==> src/usart_map.vh <==
// Constants for the serial port clocking, frame format and transmit path
`ifndef USART_MAP_VH
`define USART_MAP_VH

// Baud divisor width and reset value
`define USART_DIV_W        12
`define USART_DIV_RST      12'h000

// Samples per bit in async modes
`define USART_SPB_NORMAL   5'h10
`define USART_SPB_DOUBLE   5'h08

// Character size codes
`define USART_CSZ_NINE     3'h7
`define USART_CSZ_BASE     4'h5
`define USART_CSZ_EIGHT    4'h8

// Parity mode field bit positions
`define USART_PAR_EN_POS   1
`define USART_PAR_ODD_POS  0

// Frame shape
`define USART_FRAME_W      13
`define USART_CNT_W        4

// Line and flag reset values
`define USART_LINE_IDLE    1'h1
`define USART_FLAG_RST     1'h0
`define USART_EMPTY_RST    1'h1

`endif

==> src/usart_baud_gen.v <==
// Baud rate down-counter producing one tick each time it reaches zero, except when a low-byte write lands then
`include "usart_map.vh"
module usart_baud_gen #(
    parameter DIV_W = `USART_DIV_W
) (
    input  wire             clk,
    input  wire             reset_n,
    input  wire             clk_en,
    input  wire [DIV_W-1:0] baud_divisor,
    input  wire             baud_low_write,
    output reg              tick_q
);

    reg [DIV_W-1:0] count_q;

    // ***************************************************
    // Down-counter
    // ***************************************************
    // Reload on zero or low-byte write; tick marks each zero that no low-byte write coincides with
    always @(posedge clk) begin
        if (!reset_n) begin
            count_q <= `USART_DIV_RST;
            tick_q  <= 1'b0;
        end else if (clk_en) begin
            tick_q <= (count_q == {DIV_W{1'b0}}) && !baud_low_write;
            if (baud_low_write || count_q == {DIV_W{1'b0}}) begin
                count_q <= baud_divisor;
            end else begin
                count_q <= count_q - 1'b1;
            end
        end
    end

endmodule

==> src/usart_tx_clocking.v <==
// Serial port top: clock generation, frame transmitter and frame receiver
`include "usart_map.vh"
module usart_tx_clocking #(
    parameter DIV_W = `USART_DIV_W
) (
    input  wire             clk,
    input  wire             reset_n,
    input  wire             clk_en,
    input  wire             sync_mode_select,
    input  wire             double_speed_bit,
    input  wire             xck_direction_bit,
    input  wire             clock_polarity_bit,
    input  wire [2:0]       char_size_field,
    input  wire [1:0]       parity_mode_field,
    input  wire             stop_bit_select,
    input  wire             tx_enable_bit,
    input  wire             tx_ninth_bit,
    input  wire [DIV_W-1:0] baud_divisor,
    input  wire             baud_low_write,
    input  wire             data_write,
    input  wire [7:0]       data_in,
    input  wire             tx_complete_clear,
    input  wire             serial_in_pin,
    input  wire             xck_in,
    output reg              serial_out_pin,
    output reg              serial_out_enable,
    output reg              xck_out,
    output reg              xck_out_enable,
    output reg              data_empty_flag,
    output reg              tx_complete_flag,
    output reg  [8:0]       rx_data,
    output reg              rx_complete_pulse,
    output reg              frame_error_flag,
    output reg              parity_error_flag
);

    // ***************************************************
    // Clock generation
    // ***************************************************
    wire                    baud_tick;
    wire                    master_sync;
    wire                    slave_sync;
    wire                    fast_async;
    reg                     xck_sync1_q;
    reg                     xck_sync2_q;
    reg                     xck_prev_q;
    reg                     xck_int_q;
    reg  [3:0]              tx_pre_q;
    reg                     rise_ev;
    reg                     fall_ev;
    wire                    change_ev;
    wire                    sample_ev;
    wire [4:0]              spb;
    wire                    tx_bit_tick;

    usart_baud_gen #(
        .DIV_W          (DIV_W)
    ) u_baud (
        .clk            (clk),
        .reset_n        (reset_n),
        .clk_en         (clk_en),
        .baud_divisor   (baud_divisor),
        .baud_low_write (baud_low_write),
        .tick_q         (baud_tick)
    );

    assign master_sync = sync_mode_select && xck_direction_bit;
    assign slave_sync  = sync_mode_select && !xck_direction_bit;
    // Double speed only counts when asynchronous
    assign fast_async  = double_speed_bit && !sync_mode_select;
    assign spb         = fast_async ? `USART_SPB_DOUBLE : `USART_SPB_NORMAL;

    // Pin synchroniser; first stage feeds only the second
    always @(posedge clk) begin
        if (!reset_n) begin
            xck_sync1_q <= 1'b0;
            xck_sync2_q <= 1'b0;
            xck_prev_q  <= 1'b0;
        end else if (clk_en) begin
            xck_sync1_q <= xck_in;
            xck_sync2_q <= xck_sync1_q;
            xck_prev_q  <= xck_sync2_q;
        end
    end

    // Master clock toggles per baud tick, giving the divide by two
    always @(posedge clk) begin
        if (!reset_n) begin
            xck_int_q <= 1'b0;
        end else if (clk_en) begin
            if (master_sync && baud_tick) begin
                xck_int_q <= !xck_int_q;
            end else if (!master_sync) begin
                xck_int_q <= clock_polarity_bit;
            end
        end
    end

    // Edge events of the transfer clock, from whichever source is active
    always @* begin
        rise_ev = 1'b0;
        fall_ev = 1'b0;
        if (slave_sync) begin
            rise_ev = xck_sync2_q && !xck_prev_q;
            fall_ev = !xck_sync2_q && xck_prev_q;
        end else if (master_sync) begin
            rise_ev = baud_tick && !xck_int_q;
            fall_ev = baud_tick && xck_int_q;
        end
    end

    // Data changes on one edge and is sampled on the other
    assign change_ev = clock_polarity_bit ? fall_ev : rise_ev;
    assign sample_ev = clock_polarity_bit ? rise_ev : fall_ev;

    // Async bit prescaler: divide baud ticks by 16 or 8
    always @(posedge clk) begin
        if (!reset_n) begin
            tx_pre_q <= 4'h0;
        end else if (clk_en && baud_tick) begin
            if ({1'b0, tx_pre_q} >= spb - 5'h01) begin
                tx_pre_q <= 4'h0;
            end else begin
                tx_pre_q <= tx_pre_q + 4'h1;
            end
        end
    end

    assign tx_bit_tick = sync_mode_select ? change_ev :
                         (baud_tick && ({1'b0, tx_pre_q} == spb - 5'h01));

    // ***************************************************
    // Frame format, shared by both directions
    // ***************************************************
    reg  [3:0]              nbits;
    wire                    par_en;
    wire [3:0]              frame_len;

    // Live fields, never latched: a change mid-frame corrupts reception; the shifter holds the sent frame
    always @* begin
        if (char_size_field == `USART_CSZ_NINE) begin
            nbits = 4'h9;
        end else if (char_size_field[2]) begin
            nbits = `USART_CSZ_EIGHT;
        end else begin
            nbits = `USART_CSZ_BASE + {2'b00, char_size_field[1:0]};
        end
    end

    assign par_en    = parity_mode_field[`USART_PAR_EN_POS];
    assign frame_len = nbits + 4'h2 + {3'b000, par_en} + {3'b000, stop_bit_select};

    // ***************************************************
    // Transmitter
    // ***************************************************
    reg  [8:0]                  buf_q;
    reg                         buf_full_q;
    reg  [`USART_FRAME_W-1:0]   shift_q;
    reg  [`USART_CNT_W-1:0]     cnt_q;
    reg                         busy_q;
    reg  [`USART_FRAME_W-1:0]   frame;
    reg                         par_bit;
    integer                     i;
    wire                        load_now;
    wire                        frame_end;

    // Assemble start, data LSB first, parity, then stop ones
    always @* begin
        frame    = {`USART_FRAME_W{1'b1}};
        frame[0] = 1'b0;
        par_bit  = parity_mode_field[`USART_PAR_ODD_POS];
        for (i = 0; i < 9; i = i + 1) begin
            if (i < nbits) begin
                frame[i+1] = buf_q[i];
                par_bit    = par_bit ^ buf_q[i];
            end
        end
        if (par_en) begin
            frame[nbits+4'h1] = par_bit;
        end
    end

    assign frame_end = tx_bit_tick && busy_q && (cnt_q == {`USART_CNT_W{1'b0}});
    // Load when idle or immediately after the last stop bit
    assign load_now  = tx_bit_tick && buf_full_q && tx_enable_bit &&
                       (!busy_q || cnt_q == {`USART_CNT_W{1'b0}});

    // Transmit buffer: a write fills it, a load into the shifter empties it
    always @(posedge clk) begin
        if (!reset_n) begin
            buf_q           <= 9'h000;
            buf_full_q      <= 1'b0;
            data_empty_flag <= `USART_EMPTY_RST;
        end else if (clk_en) begin
            if (data_write) begin
                buf_q           <= {tx_ninth_bit, data_in};
                buf_full_q      <= 1'b1;
                data_empty_flag <= 1'b0;
            end else if (load_now) begin
                buf_full_q      <= 1'b0;
                data_empty_flag <= 1'b1;
            end
        end
    end

    // Shift register and line driver
    always @(posedge clk) begin
        if (!reset_n) begin
            shift_q        <= {`USART_FRAME_W{1'b1}};
            cnt_q          <= {`USART_CNT_W{1'b0}};
            busy_q         <= 1'b0;
            serial_out_pin <= `USART_LINE_IDLE;
        end else if (clk_en) begin
            if (load_now) begin
                serial_out_pin <= frame[0];
                shift_q        <= frame >> 1;
                cnt_q          <= frame_len - 4'h1;
                busy_q         <= 1'b1;
            end else if (frame_end) begin
                serial_out_pin <= `USART_LINE_IDLE;
                busy_q         <= 1'b0;
            end else if (tx_bit_tick && busy_q) begin
                serial_out_pin <= shift_q[0];
                shift_q        <= {1'b1, shift_q[`USART_FRAME_W-1:1]};
                cnt_q          <= cnt_q - 1'b1;
            end
        end
    end

    // Complete flag: set beats a clear in the same cycle
    always @(posedge clk) begin
        if (!reset_n) begin
            tx_complete_flag <= `USART_FLAG_RST;
        end else if (clk_en) begin
            if (frame_end && !load_now) begin
                tx_complete_flag <= 1'b1;
            end else if (tx_complete_clear) begin
                tx_complete_flag <= 1'b0;
            end
        end
    end

    // Pin takeover; disabling waits until nothing is left to send
    always @(posedge clk) begin
        if (!reset_n) begin
            serial_out_enable <= 1'b0;
            xck_out           <= 1'b0;
            xck_out_enable    <= 1'b0;
        end else if (clk_en) begin
            serial_out_enable <= tx_enable_bit || busy_q || buf_full_q;
            xck_out           <= master_sync ? (xck_int_q ^ baud_tick) : clock_polarity_bit;
            xck_out_enable    <= master_sync;
        end
    end

    // ***************************************************
    // Receiver
    // ***************************************************
    reg                     rx_busy_q;
    reg  [3:0]              rx_samp_q;
    reg  [3:0]              rx_idx_q;
    reg  [8:0]              rx_shift_q;
    reg                     rx_par_q;
    wire                    rx_sample;
    wire [3:0]              rx_half;
    wire [3:0]              rx_stop_idx;

    assign rx_half     = fast_async ? 4'h3 : 4'h7;
    assign rx_stop_idx = nbits + 4'h1 + {3'b000, par_en};
    assign rx_sample   = sync_mode_select ? sample_ev :
                         (baud_tick && rx_busy_q && rx_samp_q == 4'h0);

    // Start detect, mid-bit sampling, first stop check only
    always @(posedge clk) begin
        if (!reset_n) begin
            rx_busy_q         <= 1'b0;
            rx_samp_q         <= 4'h0;
            rx_idx_q          <= 4'h0;
            rx_shift_q        <= 9'h000;
            rx_par_q          <= 1'b0;
            rx_data           <= 9'h000;
            rx_complete_pulse <= 1'b0;
            frame_error_flag  <= `USART_FLAG_RST;
            parity_error_flag <= `USART_FLAG_RST;
        end else if (clk_en) begin
            rx_complete_pulse <= 1'b0;
            if (!rx_busy_q) begin
                if (sync_mode_select && sample_ev && !serial_in_pin) begin
                    rx_busy_q <= 1'b1;
                    rx_idx_q  <= 4'h1;
                    rx_par_q  <= parity_mode_field[`USART_PAR_ODD_POS];
                end else if (!sync_mode_select && baud_tick && !serial_in_pin) begin
                    rx_busy_q <= 1'b1;
                    rx_samp_q <= rx_half;
                    rx_idx_q  <= 4'h0;
                    rx_par_q  <= parity_mode_field[`USART_PAR_ODD_POS];
                end
            end else begin
                if (!sync_mode_select && baud_tick) begin
                    rx_samp_q <= (rx_samp_q == 4'h0) ? spb[3:0] - 4'h1 : rx_samp_q - 4'h1;
                end
                if (rx_sample) begin
                    rx_idx_q <= rx_idx_q + 4'h1;
                    if (rx_idx_q == 4'h0) begin
                        rx_busy_q <= !serial_in_pin;
                    end else if (rx_idx_q <= nbits) begin
                        rx_shift_q <= {serial_in_pin, rx_shift_q[8:1]};
                        rx_par_q   <= rx_par_q ^ serial_in_pin;
                    end else if (rx_idx_q < rx_stop_idx) begin
                        parity_error_flag <= rx_par_q ^ serial_in_pin;
                    end else begin
                        rx_busy_q         <= 1'b0;
                        rx_data           <= rx_shift_q >> (4'h9 - nbits);
                        rx_complete_pulse <= 1'b1;
                        frame_error_flag  <= !serial_in_pin;
                        if (!par_en) begin
                            parity_error_flag <= 1'b0;
                        end
                    end
                end
            end
        end
    end

endmodule
==> config.mk <==
export PLATFORM = sky130hd
export DESIGN_NAME = usart_tx_clocking
export DESIGN_NICKNAME = d
export VERILOG_FILES = /design/src/usart_baud_gen.v /design/src/usart_tx_clocking.v
export VERILOG_INCLUDE_DIRS = /design/src
export SDC_FILE = /design/constraint.sdc
export NUM_CORES = 1
export LEC_CHECK = 0
export BUFFER_PORTS_ARGS = -buffer_cell sky130_fd_sc_hd__buf_2
export CORE_AREA = 2 2 104 106
export CTS_CLUSTER_DIAMETER = 200
export CTS_CLUSTER_SIZE = 30
export DETAILED_ROUTE_END_ITERATION = 7
export DIE_AREA = 0 0 106 108
export PLACE_DENSITY = 0.71
export SETUP_SLACK_MARGIN = 0.2
export SYNTH_ARGS = -nofsm -noshare
export SYNTH_HDL_FRONTEND = slang
export SYNTH_SLANG_ARGS = --single-unit
==> constraint.sdc <==
create_clock -name clk -period 4 [get_ports clk]
set_input_delay 0.8 -clock clk [delete_from_list [all_inputs] [get_ports clk]]
set_output_delay 0.8 -clock clk [all_outputs]
set_load 0.1 [all_outputs]
==> impl_results.md <==
- Yosys top cell by area: dfxtp_1
- Synth area leaders: dfxtp_1 33%, ha_1 7.4%, a21oi_1 6.7%
- GPL Wtd Cong: 0.852
- First-pass GRT wire length: 21500 um
- Fmax: 303 MHz
- CP max FO: 13
- GR Overflow Total: 0
- Crit path DAT: 3.59 ns
- CP max stage delay: 0.65 ns
- RR Startpoint: u_baud.tick_q
- DIE AREA: 0.0114 sq mm
- # rows: 37
- WP buf/inv: 2
- Setup Skew: 0.0150 ns
- Netlist Area Pre-Place: 0.00525 sq mm
- CTS Root Cell: clkbuf_8
- Die Span X: 106 um
- NumNets Final: 760
- Area after DPL: 0.00559 sq mm
- Min-Delay Path Class: reg -> reg
- GRT Util Overall: 23.2%
- Total negative setup slack: 0 ns
- Post-layout min period: 3.30 ns
- CP startpoint: char_size_field[0]
- Relative slew slack: 20.0%
- Die extent in y: 108 um
- Worst-path clk slew: 0.09 ns
- Port bufs: 57
- LEAKAGE: 2.23 nW
- Non-Filler Instances: 829
- Syn Area/Cell: 8.05 sq um
- Crit path capture type: flop
- Req. time, crit path: 4.29 ns
- Synth warn: 0
- Top_reg_cell synth: dfxtp_1
- Max Cap Violations: 0
- Top post-synthesis cells by count: 86 x dfxtp_1, 70 x a21oi_1, 64 x nand2_1
- PostCTS Resize Cnt: 0
- Total power: 1.86 mW
- Unrepaired setup endpoints after global routing: no
- Pwr Density: 320 mW/mm^2
- Final non-filler cell area: 0.00580 sq mm
- Post-synth EDFFs: 0
- Wire per inst: 15.4 um
- Startpoint Class: primary input
- Hold_buf cts: 0
- Post-Syn Nets: 724
- Fraction of registers with async set/reset: 0%
- CTS sink cnt: 86
- CP most frequent cell: ha_1
- Synth top area share: 32.8%
- Hold path start: u_baud.count_q[6]
- Max Slew Vio Count: 0
- Vias per inst: 6.00
- Peak supply drop: 0.152 mV
- Final antenna-violating net count: 0
- Most frequent cell after synthesis: dfxtp_1
- CTS Buf Count: 9
- CTS tree: built
- Crit share post-route: 82.5%
- Inst Count DP: 813
- # setup viols final: 0
- Core Region: 0.0102 sq mm
- Post-synth cell types: 77
- ANT cells: 0
- # IOs: 58
- Post-DP HPWL: 9210 um
- Final Hold Vio Count: 0
- Status: complete, no violations
- #FFs+latches synth: 86
- Post-synthesis sequential area ratio: 32.8%
- Worst-margin pin slew: 1.20 ns
- Vias in the first global route: 4427
- Post-route DRC: 0
- Initial drt markers: 351
- Largest net degree at the start of global routing: 38
- Routed WL: 12800 um
- Cells after synthesis: 652
- Initial Utilization: 51.3%
- CP cell instances: buf_2 > ha_1 > and2_1 > nor2_4 > clkinv_1 > ha_1 > nand4_1 > o21ai_0 > or3b_2 > or4_1 > a21oi_1
- Critical path class: in -> reg
- Setup bufs post-CTS: 0
- Clk buf depth: 2
- CP max stage cell: or3b_2
- Worst path top cell family by delay: simple AND/OR/NAND/NOR gates
- Worst skew pair latency: 0.37 ns
- Area grow syn2layout: 10.6%
- H-tree Lvls: 3
- Initial DRT Pass Iterations: 8
- Initial antenna violation count: 0
- DR vias: 4978
- Share of cells above drive strength 1: 14.9%
==> area by class of cell <==
class	instances	area, sq um
fill	964	4430
multi-input combinational	501	3250
sequential	86	1720
clock buffer	11	151
timing repair buffer	65	345
clock inverter	5	56.3
inverter	25	106
tap	136	170
==> logic make-up after synthesis <==
kind of cell,Yosys count,synth area share (%)
flip-flops,86,32.8
AND/OR/NAND/NOR,223,21.4
buffers and inverters,65,5.36
adder cells (fa/ha/maj),32,7.77
XOR/XNOR,11,2.12
AO/OA/AOI/OAI,216,26.0
multiplexers,19,4.60
==> placed cells by master (no fill, tap or decap), drive strengths merged, types with 5 or more instances in the layout <==
cell / netlist / routed
a211oi: 6 / 6
a21o: 5 / 5
a21oi: 71 / 71
a31oi: 7 / 7
and2: 9 / 9
buf: 10 / 65
clkbuf: 30 / 11
clkinv: 3 / 5
dfxtp: 86 / 86
ha: 31 / 31
inv: 22 / 23
mux2i: 14 / 14
nand2: 64 / 64
nand2b: 10 / 10
nand3: 28 / 28
nand4: 15 / 15
nor2: 44 / 44
nor2b: 7 / 7
nor3: 17 / 17
nor3b: 8 / 8
o21a: 7 / 7
o21ai: 58 / 58
o31ai: 9 / 9
xnor2: 7 / 7
==> metrics by stage <==
stage | setup WS, ns | utilization [%] | hold WS, ns
3_3_place_gp | 0.466 | 54.7 | 0.445
3_5_place_dp | 0.370 | 54.7 | 0.447
5_1_grt | 0.427 | 56.7 | 0.473
2_1_floorplan | 0.488 | - | 0.432
6_report | 0.698 | 56.7 | 0.458
4_1_cts | 0.738 | 56.7 | 0.458
==> sequential cells by signal, indices dropped and copies added (netlist names), 4 cells and up <==
name            count
u_baud.count_q     12
rx_samp_q           4
rx_shift_q          9
shift_q            13
rx_data             9
tx_pre_q            4
buf_q               9
cnt_q               4
rx_idx_q            4
==> tightest hold or removal path, delay by kind of cell, from the launching register on <==
kind	cells	cell delay [ns]
flops	1	0.32
simple gates	1	0.05
compound gates	1	0.05
==> per-layer routing <==
| layer | GRT usage, % | vias to the layer above | wire length (um) | share of wire, % |
|---|---|---|---|---|
| li1 | - | 2468 | - | - |
| met1 | 32.0 | 2383 | 6080 | 48 |
| met2 | 37.0 | 118 | 6030 | 47 |
| met3 | 3.68 | 9 | 502 | 3.9 |
| met4 | 8.27 | 0 | 149 | 1.2 |
| met5 | 0 | - | 0 | 0 |
==> power breakdown <==
part           internal [mW]  switching, mW
Clock                  0.323          0.317
Combinational          0.117          0.201
Sequential             0.878         0.0222
==> worst paths after layout <==
check	end	slack [ns]	depth (start not counted)
setup reg to reg	shift_q[3]	1.27	6
setup / recovery	rx_data[7]	0.70	11
hold / removal	u_baud.count_q[6]	0.46	2
hold reg to reg	u_baud.count_q[6]	0.46	2
No activity file was read; power rests on OpenSTA's default activity.
